<file path="config.mk">
export PLATFORM = sky130hd
export DESIGN_NAME = afd_core
export DESIGN_NICKNAME = d
export VERILOG_FILES = /design/src/design/afd_pkg.sv /design/src/design/afd_decoder.sv /design/src/design/afd_core.sv
export SDC_FILE = /design/constraint.sdc
export NUM_CORES = 2
export LEC_CHECK = 0
export ABC_AREA = 0
export BUFFER_PORTS_ARGS = -buffer_cell sky130_fd_sc_hd__buf_2
export CAP_MARGIN = 20
export CORE_MARGIN = 2
export CORE_UTILIZATION = 50
export CTS_CLUSTER_SIZE = 40
export DETAILED_ROUTE_END_ITERATION = 12
export PLACE_DENSITY = 0.67
export SLEW_MARGIN = 5
export SYNTH_ARGS = -nofsm -noshare
export SYNTH_HDL_FRONTEND = slang
export SYNTH_HIERARCHICAL = 1
export SYNTH_SLANG_ARGS = --single-unit
</file>
<file path="constraint.sdc">
create_clock -name i_core_clk -period 7 [get_ports i_core_clk]
set_clock_uncertainty 0.05 [all_clocks]
set_input_delay 1.4 -clock i_core_clk [delete_from_list [all_inputs] [get_ports i_core_clk]]
set_output_delay 1.4 -clock i_core_clk [all_outputs]
set_load 0.01 [all_outputs]
</file>
<file path="src/design/afd_pkg.sv">
`default_nettype none
package afd_pkg;
   // Register numbers
   localparam logic [3:0] SP_REG = 4'hD;
   localparam logic [3:0] PC_REG = 4'hF;
   // Encoding fields and patterns
   localparam logic [9:0]  ADC_OPC    = 10'h105;
   localparam logic [4:0]  ADDI3_OPC7 = 5'h03;
   localparam logic [1:0]  ADDI3_SUB  = 2'h2;
   localparam logic [1:0]  ADDR3_SUB  = 2'h0;
   localparam logic [4:0]  ADDI8_OPC  = 5'h06;
   localparam logic [7:0]  ADDHI_OPC  = 8'h44;
   localparam logic [4:0]  ADDSPI_OPC = 5'h15;
   localparam logic [8:0]  ADDSP7_OPC = 9'h160;
   localparam logic [7:0]  HINT_OPC   = 8'hBF;
   localparam logic [4:0]  WIDE_PFX0  = 5'h1D;
   localparam logic [4:0]  WIDE_PFX1  = 5'h1E;
   localparam logic [4:0]  WIDE_PFX2  = 5'h1F;
   // Reset values
   localparam logic [31:0] REG_RST    = 32'h0000_0000;
   localparam logic [3:0]  FLAGS_RST  = 4'h0;

   typedef enum logic [3:0] {
      AFD_NONE, AFD_ADC, AFD_ADDI3, AFD_ADDI8, AFD_ADDR3, AFD_ADDHI,
      AFD_ADDSPR, AFD_ADDSPI, AFD_ADDSP7, AFD_HINT, AFD_WIDE
   } afd_op_t;

   // Condition flags word
   typedef struct packed {
      logic n;
      logic z;
      logic c;
      logic v;
   } afd_flags_t;

   // Decoded instruction
   typedef struct packed {
      afd_op_t     op;
      logic [3:0]  rd;
      logic [3:0]  first_operand_reg;
      logic [3:0]  second_operand_reg;
      logic [31:0] imm;
      logic        setflags;
      logic        use_imm;
      logic        cin_flag;
   } afd_dec_t;
endpackage : afd_pkg
`default_nettype wire

</file>
<file path="src/design/afd_decoder.sv">
`default_nettype none
module afd_decoder
(
   input  wire logic [15:0]       i_insn,
   input  wire logic              i_in_cond_block,
   output var afd_pkg::afd_dec_t  o_dec
);
   // ************************************
   // Field extraction per encoding
   // ************************************
   logic [2:0] tiny_constant;
   logic [7:0] byte_constant;
   logic [6:0] seven_bit_constant;
   logic       dest_high_bit;
   logic [3:0] hi_dest;
   assign tiny_constant      = i_insn[8:6];
   assign byte_constant      = i_insn[7:0];
   assign seven_bit_constant = i_insn[6:0];
   assign dest_high_bit      = i_insn[7];
   assign hi_dest            = {dest_high_bit, i_insn[2:0]};

   always_comb
   begin
      o_dec          = '0;
      o_dec.op       = afd_pkg::AFD_NONE;
      // No conditional block exists, so flag forms always set flags
      o_dec.setflags = ~i_in_cond_block;
      if (i_insn[15:6] == afd_pkg::ADC_OPC)
      begin
         o_dec.op       = afd_pkg::AFD_ADC;
         o_dec.rd       = {1'b0, i_insn[2:0]};
         o_dec.first_operand_reg  = {1'b0, i_insn[2:0]};
         o_dec.second_operand_reg = {1'b0, i_insn[5:3]};
         o_dec.cin_flag = 1'b1;
      end
      else if (i_insn[15:11] == afd_pkg::ADDI3_OPC7 && i_insn[10:9] == afd_pkg::ADDI3_SUB)
      begin
         o_dec.op      = afd_pkg::AFD_ADDI3;
         o_dec.rd      = {1'b0, i_insn[2:0]};
         o_dec.first_operand_reg = {1'b0, i_insn[5:3]};
         o_dec.imm     = {29'h0, tiny_constant};
         o_dec.use_imm = 1'b1;
      end
      else if (i_insn[15:11] == afd_pkg::ADDI3_OPC7 && i_insn[10:9] == afd_pkg::ADDR3_SUB)
      begin
         o_dec.op = afd_pkg::AFD_ADDR3;
         o_dec.rd = {1'b0, i_insn[2:0]};
         o_dec.first_operand_reg  = {1'b0, i_insn[5:3]};
         o_dec.second_operand_reg = {1'b0, i_insn[8:6]};
      end
      else if (i_insn[15:11] == afd_pkg::ADDI8_OPC)
      begin
         o_dec.op      = afd_pkg::AFD_ADDI8;
         o_dec.rd      = {1'b0, i_insn[10:8]};
         o_dec.first_operand_reg = {1'b0, i_insn[10:8]};
         o_dec.imm     = {24'h0, byte_constant};
         o_dec.use_imm = 1'b1;
      end
      else if (i_insn[15:8] == afd_pkg::ADDHI_OPC)
      begin
         o_dec.setflags = 1'b0;
         o_dec.rd       = hi_dest;
         o_dec.first_operand_reg  = hi_dest;
         o_dec.second_operand_reg = i_insn[6:3];
         // Either operand naming the stack pointer redirects the form
         if (hi_dest == afd_pkg::SP_REG || i_insn[6:3] == afd_pkg::SP_REG)
         begin
            o_dec.op = afd_pkg::AFD_ADDSPR;
            o_dec.first_operand_reg  = afd_pkg::SP_REG;
            o_dec.second_operand_reg = (hi_dest == afd_pkg::SP_REG) ? i_insn[6:3] : hi_dest;
         end
         else
         begin
            o_dec.op = afd_pkg::AFD_ADDHI;
         end
      end
      else if (i_insn[15:11] == afd_pkg::ADDSPI_OPC)
      begin
         o_dec.op       = afd_pkg::AFD_ADDSPI;
         o_dec.setflags = 1'b0;
         o_dec.rd       = {1'b0, i_insn[10:8]};
         o_dec.first_operand_reg = afd_pkg::SP_REG;
         o_dec.imm      = {22'h0, byte_constant, 2'b00};
         o_dec.use_imm  = 1'b1;
      end
      else if (i_insn[15:7] == afd_pkg::ADDSP7_OPC)
      begin
         o_dec.op       = afd_pkg::AFD_ADDSP7;
         o_dec.setflags = 1'b0;
         o_dec.rd       = afd_pkg::SP_REG;
         o_dec.first_operand_reg = afd_pkg::SP_REG;
         o_dec.imm      = {23'h0, seven_bit_constant, 2'b00};
         o_dec.use_imm  = 1'b1;
      end
      else if (i_insn[15:8] == afd_pkg::HINT_OPC && i_insn[3:0] == 4'h0)
      begin
         o_dec.op       = afd_pkg::AFD_HINT;
         o_dec.setflags = 1'b0;
      end
      else if (i_insn[15:11] == afd_pkg::WIDE_PFX0 || i_insn[15:11] == afd_pkg::WIDE_PFX1 ||
               i_insn[15:11] == afd_pkg::WIDE_PFX2)
      begin
         // Wide first halves, wide hints included, are not accepted here
         o_dec.op       = afd_pkg::AFD_WIDE;
         o_dec.setflags = 1'b0;
      end
      else
      begin
         o_dec.setflags = 1'b0;
      end
   end
endmodule : afd_decoder
`default_nettype wire

</file>
<file path="src/design/afd_core.sv">
`default_nettype none
// Overview of operation
// - Address is base plus or minus offset
// - Offset is tiny, byte constant, or register
// - No exclusive access logic exists
// - Only narrow hints accepted, wide rejected
// - Failed condition changes no state
// - Add-carry sums both registers plus carry
// - Low bits name destination, next three source
// - Flags take sign, zero, carry, overflow
// - Never in conditional block; flag forms always update
// - Immediates zero-extended, 0-7 or 0-255
// - Add immediate uses carry-in zero, sets flags
// - Three-register form flags, high form not
// - Stack pointer operand redirects high form
// - SP plus byte constant times four
// - SP adjust by seven-bit constant times four
module afd_core
(
   input  wire logic                i_core_clk,
   input  wire logic                i_rst_b,
   input  wire logic                i_insn_valid,
   input  wire logic [15:0]         i_insn,
   input  wire logic                i_cond_check,
   input  wire logic                i_mem_valid,
   input  wire logic [3:0]          i_mem_base,
   input  wire logic [3:0]          i_mem_index,
   input  wire logic [7:0]          i_mem_imm,
   input  wire logic                i_mem_use_reg,
   input  wire logic                i_mem_subtract,
   output logic                     o_done,
   output logic                     o_undefined,
   output logic                     o_hint,
   output logic [31:0]              o_result,
   output var afd_pkg::afd_flags_t  o_status_flags_word,
   output logic                     o_mem_addr_valid,
   output logic [31:0]              o_mem_addr,
   output logic [31:0]              o_sp,
   output logic [31:0]              o_pc
);
   // ************************************
   // State
   // ************************************
   typedef struct packed {
      logic [15:0][31:0]   regs;
      afd_pkg::afd_flags_t flags;
      logic                done;
      logic                undefined;
      logic                hint;
      logic [31:0]         result;
      logic                mem_addr_valid;
      logic [31:0]         mem_addr;
   } afd_state_t;

   afd_state_t state;
   afd_state_t next_state;
   afd_pkg::afd_dec_t dec;

   // No conditional block instruction exists, so the test is constant
   afd_decoder u_decoder
   (
      .i_insn          (i_insn),
      .i_in_cond_block (1'b0),
      .o_dec           (dec)
   );

   // ************************************
   // Adder
   // ************************************
   logic [31:0] op_a;
   logic [31:0] op_b;
   logic        cin;
   logic [32:0] sum;
   logic [31:0] res;
   logic        carry_out;
   logic        overflow;
   logic [31:0] mem_off;

   // Second operand is never shifted in this family
   always_comb
   begin
      op_a      = state.regs[dec.first_operand_reg];
      op_b      = dec.use_imm ? dec.imm : state.regs[dec.second_operand_reg];
      cin       = dec.cin_flag ? state.flags.c : 1'b0;
      sum       = {1'b0, op_a} + {1'b0, op_b} + {32'h0, cin};
      res       = sum[31:0];
      carry_out = sum[32];
      overflow  = (op_a[31] == op_b[31]) && (res[31] != op_a[31]);
   end

   // Offset addressing: base never written back, no exclusive monitor
   always_comb
   begin
      mem_off = i_mem_use_reg ? state.regs[i_mem_index] : {24'h0, i_mem_imm};
   end

   // ************************************
   // Next state
   // ************************************
   // One process commits register and flags together, so the next
   // instruction always sees both updated
   always_comb
   begin
      next_state                = state;
      next_state.done           = 1'b0;
      next_state.undefined      = 1'b0;
      next_state.hint           = 1'b0;
      next_state.mem_addr_valid = 1'b0;
      if (i_mem_valid)
      begin
         next_state.mem_addr_valid = 1'b1;
         next_state.mem_addr = i_mem_subtract ? state.regs[i_mem_base] - mem_off
                                              : state.regs[i_mem_base] + mem_off;
      end
      if (i_insn_valid)
      begin
         next_state.done = 1'b1;
         case (dec.op)
            afd_pkg::AFD_HINT:
            begin
               next_state.hint = 1'b1;
            end
            afd_pkg::AFD_WIDE,
            afd_pkg::AFD_NONE:
            begin
               // Outside this family or wide: flagged, no state change
               next_state.undefined = 1'b1;
            end
            default:
            begin
               // Condition failure leaves registers and flags alone
               if (i_cond_check)
               begin
                  // PC+PC in the high form simply adds, like any other pair
                  next_state.regs[dec.rd] = res;
                  next_state.result       = res;
                  if (dec.setflags)
                  begin
                     next_state.flags.n = res[31];
                     next_state.flags.z = (res == 32'h0000_0000);
                     next_state.flags.c = carry_out;
                     next_state.flags.v = overflow;
                  end
               end
            end
         endcase
      end
   end

   always_ff @(posedge i_core_clk or negedge i_rst_b)
   begin
      if (!i_rst_b)
      begin
         state       <= '0;
         state.regs  <= {16{afd_pkg::REG_RST}};
         state.flags <= afd_pkg::FLAGS_RST;
      end
      else
      begin
         state <= next_state;
      end
   end

   // ************************************
   // Outputs, straight from state
   // ************************************
   assign o_done              = state.done;
   assign o_undefined         = state.undefined;
   assign o_hint              = state.hint;
   assign o_result            = state.result;
   assign o_status_flags_word = state.flags;
   assign o_mem_addr_valid    = state.mem_addr_valid;
   assign o_mem_addr          = state.mem_addr;
   assign o_sp                = state.regs[afd_pkg::SP_REG];
   assign o_pc                = state.regs[afd_pkg::PC_REG];

   // ************************************
   // Checks
   // ************************************
   chk_fail_no_write : assert property (@(posedge i_core_clk) disable iff (!i_rst_b)
      (i_insn_valid && !i_cond_check) |=> (state.flags == $past(state.flags)) && (o_result == $past(o_result)))
      else $error("state changed on failed condition");

   chk_adc_sum : assert property (@(posedge i_core_clk) disable iff (!i_rst_b)
      (i_insn_valid && i_cond_check && dec.op == afd_pkg::AFD_ADC)
      |=> o_result == $past(state.regs[dec.first_operand_reg] + state.regs[dec.second_operand_reg] +
                            {31'h0, state.flags.c}))
      else $error("add with carry sum wrong");

   chk_flag_zero : assert property (@(posedge i_core_clk) disable iff (!i_rst_b)
      (i_insn_valid && i_cond_check && dec.setflags && dec.op != afd_pkg::AFD_NONE)
      |=> (o_status_flags_word.z == (o_result == 32'h0)) && (o_status_flags_word.n == o_result[31]))
      else $error("zero or negative flag wrong");

   chk_hi_noflags : assert property (@(posedge i_core_clk) disable iff (!i_rst_b)
      (i_insn_valid && (dec.op == afd_pkg::AFD_ADDHI || dec.op == afd_pkg::AFD_ADDSPI))
      |=> $stable(o_status_flags_word))
      else $error("flags changed by no-flag form");

   chk_imm_cin : assert property (@(posedge i_core_clk) disable iff (!i_rst_b)
      (i_insn_valid && i_cond_check && dec.op == afd_pkg::AFD_ADDI8)
      |=> o_result == $past(state.regs[dec.first_operand_reg] + {24'h0, i_insn[7:0]}))
      else $error("add immediate wrong");

   chk_sp_adjust : assert property (@(posedge i_core_clk) disable iff (!i_rst_b)
      (i_insn_valid && i_cond_check && dec.op == afd_pkg::AFD_ADDSP7)
      |=> o_sp == $past(o_sp) + {23'h0, $past(i_insn[6:0]), 2'b00})
      else $error("stack adjust wrong");

   chk_base_kept : assert property (@(posedge i_core_clk) disable iff (!i_rst_b)
      (i_mem_valid && !i_insn_valid) |=> $stable(state.regs))
      else $error("base register altered by addressing");

   chk_wide_undef : assert property (@(posedge i_core_clk) disable iff (!i_rst_b)
      (i_insn_valid && (i_insn[15:11] == afd_pkg::WIDE_PFX0 || i_insn[15:11] == afd_pkg::WIDE_PFX1 ||
                        i_insn[15:11] == afd_pkg::WIDE_PFX2)) |=> o_undefined && !o_hint)
      else $error("wide encoding accepted");

   // Every taken halfword answers with one done pulse
   chk_done_pulse : assert property (@(posedge i_core_clk) disable iff (!i_rst_b)
      i_insn_valid
      |=> o_done)
      else $error("no done pulse after instruction");

   // Idle cycles leave done low
   chk_done_idle : assert property (@(posedge i_core_clk) disable iff (!i_rst_b)
      !i_insn_valid
      |=> !o_done)
      else $error("done pulse without instruction");

   // Carry checked by unsigned wrap, not by the adder's own bit
   chk_flag_carry : assert property (@(posedge i_core_clk) disable iff (!i_rst_b)
      (i_insn_valid && i_cond_check && dec.setflags)
      |=> o_status_flags_word.c == ((o_result < $past(op_a)) || ($past(cin) && (o_result == $past(op_a)))))
      else $error("carry flag wrong");

   // Signed overflow: like-signed operands, result of the other sign
   chk_flag_ovf : assert property (@(posedge i_core_clk) disable iff (!i_rst_b)
      (i_insn_valid && i_cond_check && dec.setflags)
      |=> o_status_flags_word.v == (($past(op_a[31]) == $past(op_b[31])) && (o_result[31] != $past(op_a[31]))))
      else $error("overflow flag wrong");

   // Three-bit constant zero-extended onto the named source
   chk_addi3_sum : assert property (@(posedge i_core_clk) disable iff (!i_rst_b)
      (i_insn_valid && i_cond_check && dec.op == afd_pkg::AFD_ADDI3)
      |=> o_result == $past(state.regs[{1'b0, i_insn[5:3]}] + {29'h0, i_insn[8:6]}))
      else $error("tiny constant add wrong");

   // Three-register form taken straight from the encoding fields
   chk_addr3_sum : assert property (@(posedge i_core_clk) disable iff (!i_rst_b)
      (i_insn_valid && i_cond_check && dec.op == afd_pkg::AFD_ADDR3)
      |=> o_result == $past(state.regs[{1'b0, i_insn[5:3]}] + state.regs[{1'b0, i_insn[8:6]}]))
      else $error("three register add wrong");

   // Low field is both first operand and destination
   chk_adc_dest : assert property (@(posedge i_core_clk) disable iff (!i_rst_b)
      (i_insn_valid && i_cond_check && dec.op == afd_pkg::AFD_ADC)
      |=> state.regs[$past({1'b0, i_insn[2:0]})] == o_result)
      else $error("add with carry destination wrong");

   // Byte constant scaled by four onto the stack pointer
   chk_spi_sum : assert property (@(posedge i_core_clk) disable iff (!i_rst_b)
      (i_insn_valid && i_cond_check && dec.op == afd_pkg::AFD_ADDSPI)
      |=> o_result == $past(o_sp) + {22'h0, $past(i_insn[7:0]), 2'b00})
      else $error("stack pointer plus constant wrong");

   // High form naming the stack pointer as destination adds onto it
   chk_spr_route : assert property (@(posedge i_core_clk) disable iff (!i_rst_b)
      (i_insn_valid && i_cond_check && i_insn[15:8] == afd_pkg::ADDHI_OPC &&
       {i_insn[7], i_insn[2:0]} == afd_pkg::SP_REG)
      |=> o_sp == $past(o_sp + state.regs[i_insn[6:3]]))
      else $error("stack pointer redirect wrong");

   // Failed condition leaves the whole register file alone
   chk_fail_regs : assert property (@(posedge i_core_clk) disable iff (!i_rst_b)
      (i_insn_valid && !i_cond_check)
      |=> $stable(state.regs))
      else $error("register written on failed condition");

   // Narrow hint is accepted, never flagged undefined
   chk_hint_flag : assert property (@(posedge i_core_clk) disable iff (!i_rst_b)
      (i_insn_valid && i_insn[15:8] == afd_pkg::HINT_OPC && i_insn[3:0] == 4'h0)
      |=> o_hint && !o_undefined)
      else $error("narrow hint not accepted");

   // Every address request answers one cycle later
   chk_mem_valid : assert property (@(posedge i_core_clk) disable iff (!i_rst_b)
      i_mem_valid
      |=> o_mem_addr_valid)
      else $error("address request not answered");

   // Constant offset zero-extended and added or subtracted
   chk_mem_imm_addr : assert property (@(posedge i_core_clk) disable iff (!i_rst_b)
      (i_mem_valid && !i_mem_use_reg)
      |=> o_mem_addr == ($past(i_mem_subtract) ? $past(state.regs[i_mem_base]) - {24'h0, $past(i_mem_imm)}
                                               : $past(state.regs[i_mem_base]) + {24'h0, $past(i_mem_imm)}))
      else $error("constant offset address wrong");

   // High form plain sum, the both-PC case included
   chk_addhi_sum : assert property (@(posedge i_core_clk) disable iff (!i_rst_b)
      (i_insn_valid && i_cond_check && dec.op == afd_pkg::AFD_ADDHI)
      |=> o_result == $past(state.regs[{i_insn[7], i_insn[2:0]}] + state.regs[i_insn[6:3]]))
      else $error("high register add wrong");

   // Halfwords outside the family are flagged, never taken as hints
   chk_undef_none : assert property (@(posedge i_core_clk) disable iff (!i_rst_b)
      (i_insn_valid && dec.op == afd_pkg::AFD_NONE)
      |=> o_undefined && !o_hint)
      else $error("unknown encoding not flagged");
endmodule : afd_core
`default_nettype wire

</file>
After elaboration in Yosys (flattened, before gate mapping)
Index checks and enable logic that the tools add are counted.
- multiplexer cells: 52
- eq/ne operators: 17
- magnitude comparators: 6
- bitwise operators: 1
- add/sub/neg operators: 4
- reduce and logical (&&, ||, !) cells: 16
- operator list (kind ; count):
    $bmux 32 s4 ; 4
    $bwmux 512 ; 1
    $mux 32 ; 13
    $demux 32 s4 ; 1
    $mux 34 ; 3
    $mux 12 ; 4
    $mux 35 ; 1
    $add 32x32->33 ; 1
    $add 33x1->33 ; 1
    $mux 33 ; 1
    $add 32x32->32 ; 1
    $logic_not 32->1 ; 1
    $mux 16 ; 2
    $sub 32x32->32 ; 1
    $mux 4 ; 7
    $lt 4x5->1 const B ; 5
    $eq 5x5->1 const B ; 4
    $eq 4x4->1 const B ; 4
    $mux 8 ; 2
    $mux 1 ; 11
    $eq 10x9->1 const B ; 1
    $eq 9x9->1 const B ; 1
    $mux 9 ; 1
    $eq 8x7->1 const B ; 1
    17 further kinds ; 24
- output and inout bits: 136
- input bits: 39
- register bits: 584

Logic depth before layout (Yosys ltp)
- depth in word-level cells: 20
- depth in mapped cells: 29
- mapped depth without buffers: 23

By module
The synthesis kept the hierarchy.
- by module, submodules not included (module ; area each (µm²) ; cells an instance ; instances ; sequential area each (µm²)):
    afd_core ; 41474.8 ; 3524 ; 1 ; 14614.0
    afd_decoder ; 844.6 ; 138 ; 1 ; 0.0

Worst setup path before layout
OpenSTA, ideal clock, no wires.
- kind: input port to flip-flop
- start: input i_insn[10]
- end: register state (netlist bit o_status_flags_word[2])
- stages on the path: 22
- arrival time: 8.016 ns
- buffers on the path: 4
- slack: -1.133 ns
- cells stage by stage: buf_2 -> or4_4 -> nor3b_4 -> o21ai_2 -> a31oi_1 -> buf_1 -> buf_1 -> buf_1 -> mux4_2 -> mux4_2 -> fa_1 -> a211oi_1 -> o21ai_0 -> a31o_2 -> a21o_1 -> a21o_1 -> a311oi_1 -> nand2_1 -> nor4_1 -> nand4_1 -> nor4bb_1 -> a22o_1
- RTL lines (item ; RTL line ; RTL):
    start: declaration ; afd_core.sv:23 ; input wire logic [15:0] i_insn,
    end signal: assignment ; afd_core.sv:160 ; state <= next_state;
    end: declaration ; afd_core.sv:55 ; afd_state_t state;

==> flow_summary.html <==
<table>
<tr><th>Metric</th><th>Value</th></tr>
<tr><th colspan="2">Status</th></tr>
<tr><td>Status</td><td>complete, no violations</td></tr>
<tr><th colspan="2">Logic synthesis</th></tr>
<tr><td>Synthesis-stage register bit count</td><td>roughly 600</td></tr>
<tr><td>Largest family of logic cells by synthesized area</td><td>multiplexers</td></tr>
<tr><td>Number of warning messages in the yosys log</td><td>6</td></tr>
<tr><td>Post-synthesis simple-gate area fraction</td><td>0.08825</td></tr>
<tr><td>Per-instance average area after synthesis</td><td>~12 um2</td></tr>
<tr><td>Share of synthesized area occupied by flip-flops and latches</td><td>0.3453</td></tr>
<tr><td>Proportion of synthesized area in mux cells</td><td>0.3559</td></tr>
<tr><td>Share of synthesized registers carrying an async set or reset</td><td>1.000</td></tr>
<tr><td>Synth cell types</td><td>95</td></tr>
<tr><td>Xor and xnor fraction of the mapped netlist area</td><td>0.01715</td></tr>
<tr><td>Adder and majority gate portion of the synthesized area</td><td>0.02005</td></tr>
<tr><td>Cell area after synthesis</td><td>42320 um2</td></tr>
<tr><td>Post-synthesis instance total</td><td>3662</td></tr>
<tr><td>Top FF cell, synth</td><td>dfrtp_1</td></tr>
<tr><td>Complex-gate fraction of the synthesized area</td><td>0.1107</td></tr>
<tr><td>Number of synthesized flops with an enable pin</td><td>0</td></tr>
<tr><th colspan="2">Pwr</th></tr>
<tr><td>Leakage power</td><td>20.03 nW</td></tr>
<tr><td>Power per Cell Area</td><td>between 200 and 250 nW/um2</td></tr>
<tr><td>Peak supply drop</td><td>0.2003 mV</td></tr>
<tr><th colspan="2">Clock tree</th></tr>
<tr><td>Clock tree root buffer cell</td><td>clkbuf_16</td></tr>
<tr><td>Clock Pin Slew Worst Setup and Hold Paths</td><td>60 ps</td></tr>
<tr><td>Number of buffers inserted during clock tree synthesis</td><td>70</td></tr>
<tr><td>Sinks on Clock Net</td><td>between 500 and 600</td></tr>
<tr><td>CTS tree</td><td>done</td></tr>
<tr><td>Clock insertion delay at the later pin of the skew report</td><td>~630 ps</td></tr>
<tr><td>Hold buffer count at cts</td><td>0</td></tr>
<tr><td>Max clock buf depth</td><td>3</td></tr>
<tr><td>Number of H-tree branching levels</td><td>3</td></tr>
<tr><th colspan="2">Placement</th></tr>
<tr><td>Port-buffer cells</td><td>~170</td></tr>
<tr><td>Number of placed instances with taps included</td><td>between 4000 and 5000</td></tr>
<tr><td>Post-DP Area</td><td>between 40000 and 50000 um2</td></tr>
<tr><td>Final RePlAce weighted congestion</td><td>~0.96</td></tr>
<tr><td>Post-detail-place hpwl</td><td>95660 um</td></tr>
<tr><th colspan="2">Hold path</th></tr>
<tr><td>Min-Delay Path Class</td><td>flop to flop</td></tr>
<tr><td>Min-Delay Path Depth</td><td>2</td></tr>
<tr><th colspan="2">Die</th></tr>
<tr><td>Die footprint</td><td>86980 um2</td></tr>
<tr><td>IO Pins</td><td>around 180</td></tr>
<tr><td>Initial core utilization</td><td>0.5057</td></tr>
<tr><td>Core outline area</td><td>between 80000 and 90000 um2</td></tr>
<tr><td>X dimension of the die</td><td>between 200 and 300 um</td></tr>
<tr><td>Die height</td><td>slightly below 300 um</td></tr>
<tr><td>Number of placement rows</td><td>106</td></tr>
<tr><th colspan="2">Global route</th></tr>
<tr><td>Maximum number of pins on one net before global-route repair</td><td>150</td></tr>
<tr><td>Antenna violations before repair</td><td>0</td></tr>
<tr><td>Total GRT Usage</td><td>0.3291</td></tr>
<tr><td>Aggregate global routing overflow</td><td>0</td></tr>
<tr><td>Vias in the first global route</td><td>roughly 33000</td></tr>
<tr><td>Wire length of the first global-routing pass</td><td>about 210000 um</td></tr>
<tr><th colspan="2">Timing</th></tr>
<tr><td>Maximum clock frequency</td><td>roughly 0.15 GHz</td></tr>
<tr><td>Setup repair after global routing missed its margin</td><td>no</td></tr>
<tr><td>Total of endpoints with negative setup slack in the final report</td><td>0</td></tr>
<tr><td>Relative slew slack</td><td>0.2207</td></tr>
<tr><td>Hold violation count in the final report</td><td>0</td></tr>
<tr><td>Slew @ Worst Pin</td><td>roughly 1200 ps</td></tr>
<tr><td>Final critical-path required period</td><td>6752 ps</td></tr>
<tr><td>Final count of pins violating max slew</td><td>0</td></tr>
<tr><td>Share of the clock period used by the worst path after layout</td><td>0.9646</td></tr>
<tr><th colspan="2">Setup path</th></tr>
<tr><td>Critical path type</td><td>input pin to flop</td></tr>
<tr><td>Depth of the worst register-to-register path</td><td>23</td></tr>
<tr><td>Required time of the critical path</td><td>about 7500 ps</td></tr>
<tr><td>Arrival time at the worst endpoint</td><td>between 7000 and 8000 ps</td></tr>
<tr><td>Critical Path End Type</td><td>flop</td></tr>
<tr><td>Maximum fanout along the worst path</td><td>7</td></tr>
<tr><td>Type of element launching the critical path</td><td>input pin</td></tr>
<tr><th colspan="2">Finish</th></tr>
<tr><td>Post-route standard cell area excluding fillers</td><td>48070 um2</td></tr>
<tr><td>Fraction of layout cells with a size suffix above 1</td><td>0.3554</td></tr>
<tr><td>Filler Cells Inserted</td><td>between 6000 and 7000</td></tr>
<tr><td>Number of non-filler instances in the completed layout</td><td>approximately 5000</td></tr>
<tr><td>Post-layout net count</td><td>slightly below 4000</td></tr>
<tr><td>Post-synthesis to final-layout area growth</td><td>13.60%</td></tr>
<tr><td>Count of antenna diodes in the layout</td><td>0</td></tr>
<tr><th colspan="2">Route</th></tr>
<tr><td>Count of antenna-violating nets left after detailed routing</td><td>0</td></tr>
<tr><td>DRC errors left</td><td>0</td></tr>
<tr><td>Overall routed net length</td><td>~140000 um</td></tr>
<tr><td>Average detailed-routed wire length per instance</td><td>28.22 um</td></tr>
<tr><td>Detailed Route Iter0 Violations</td><td>4339</td></tr>
<tr><td>Vias post-DR</td><td>33722</td></tr>
<tr><td>Number of iterations in the first detailed-routing pass</td><td>5</td></tr>
<tr><td>Routed via count divided by cell count</td><td>6.759</td></tr>
<tr><th colspan="2">Run</th></tr>
<tr><td>Max Cap Viol</td><td>0</td></tr>
</table>
[flip-flops by register name, indices dropped and copies added, names as in the netlist]
name,count
o_mem_addr,32
o_hint,1
o_mem_addr_valid,1
state,448
o_status_flags_word,4
o_result,32
o_done,1
o_pc,32
o_undefined,1
o_sp,32
[timing repair]
| item | CTS | global route |
|---|---|---|
| gates resized for setup | 0 | 13 |
| setup endpoints to repair | 0 | 51 |
| setup buffers | 0 | 3 |
[worst paths after layout]
kind	slack (ps)	startpoint	to
setup / recovery	250	i_insn[15]	o_status_flags_word[2]
hold / removal	420	o_result[18]	o_result[18]
setup reg to reg	1100	o_pc[0]	o_mem_addr[31]
hold reg to reg	420	o_result[18]	o_result[18]
max in group asynchronous	4810	i_rst_b	o_result[12]
min in group asynchronous	750	i_rst_b	state[522]
[per-layer routing]
| metal | global-route usage | share of wire | up-vias |
|---|---|---|---|
| li1 | - | - | 14070 |
| met1 | 0.4390 | 0.37 | 16817 |
| met2 | 0.5034 | 0.45 | 2374 |
| met3 | 0.09803 | 0.13 | 461 |
| met4 | 0.1419 | 0.051 | 0 |
| met5 | 0 | 0 | - |
[per-stage QoR]
step / setup TNS, ps / utilization / power, mW / hold slack [ps] / setup slack [ps]
floorplan: -15.83 / - / 6.110 / 397.0 / -15.83
global placement: -24690 / 0.5411 / 7.552 / 411.3 / -474.9
detailed placement: -28640 / 0.5411 / 7.592 / 415.8 / -513.2
CTS: 0 / 0.5727 / 11.79 / 428.7 / 93.86
global route: 0 / 0.5745 / 12.31 / 450.0 / 5.808
finish: 0 / 0.5745 / 11.84 / 424.4 / 247.7
[power breakdown]
group          internal [mW]  leakage, nW  switching [mW]
combinational           1.58         10.7            2.24
clock                   2.63         1.27            1.56
sequential              3.60         8.02           0.222
total                   7.81         20.0            4.03
[area by class of cell]
type / count / area [um2] / share of cell area
Sequential cell: 584 / 14610 / 0.3040
Clock inverter: 39 / 690.7 / 0.01437
Tap cell: 1134 / 1419 / 0.02951
Multi-Input combinational cell: 2593 / 25410 / 0.5286
Inverter: 41 / 153.9 / 0.003201
Timing Repair Buffer: 512 / 3827 / 0.07961
Clock buffer: 86 / 1956 / 0.04068
[cell usage in the layout, fill, tap and decap left out, types with 55 or more instances in the layout]
| cell | count |
|---|---|
| a21oi_1 | 70 |
| buf_2 | 168 |
| buf_4 | 311 |
| clkbuf_16 | 75 |
| dfrtp_1 | 584 |
| ha_1 | 63 |
| mux2_2 | 75 |
| mux2i_1 | 55 |
| mux4_2 | 583 |
| nand2_1 | 602 |
| nor2_1 | 59 |
| o21ai_0 | 566 |
[worst max-delay path, stage by stage]
cell,delay [ps]
buf_2,120
or3_1,430
or2_1,260
and2_1,180
a31oi_4,210
buf_12,150
buf_4,180
buf_4,160
mux4_2,500
mux4_2,500
ha_1,370
o21a_1,230
o31a_1,130
o31a_1,270
o21a_1,180
or3_1,330
a2111oi_1,400
buf_4,180
nand4_1,100
nor4_2,320
nand4_1,190
nor4bb_2,300
a22o_1,160
[cells in the mapped netlist (all sizes together), types with 11 or more instances]
cell type | number | area, um2
a211oi | 17 | 127.6
a21o | 33 | 247.7
a21oi | 73 | 369.1
a31oi | 16 | 115.1
and2 | 11 | 68.82
buf | 230 | 1604
clkbuf | 235 | 883.3
dfrtp | 584 | 14610
ha | 63 | 788.3
inv | 41 | 153.9
mux2 | 76 | 859.6
mux2i | 56 | 573.1
mux4 | 602 | 13630
nand2 | 617 | 2318
nand2b | 16 | 100.1
nand3 | 31 | 160.1
nor2 | 61 | 236.5
nor2b | 26 | 162.7
nor3 | 25 | 125.1
o21a | 14 | 105.1
o21ai | 570 | 2860
o22ai | 20 | 125.1
o31ai | 11 | 87.58
xnor2 | 53 | 471.7
xor2 | 29 | 254.0
[cell families after synthesis]
family | Yosys count
adder cells (fa/ha/maj) | 66
XOR/XNOR | 82
AO/OA/AOI/OAI | 830
buffers and inverters | 506
multiplexers | 734
other | 2
flip-flops | 584
AND/OR/NAND/NOR | 858
(Power assumes the default switching activity.)
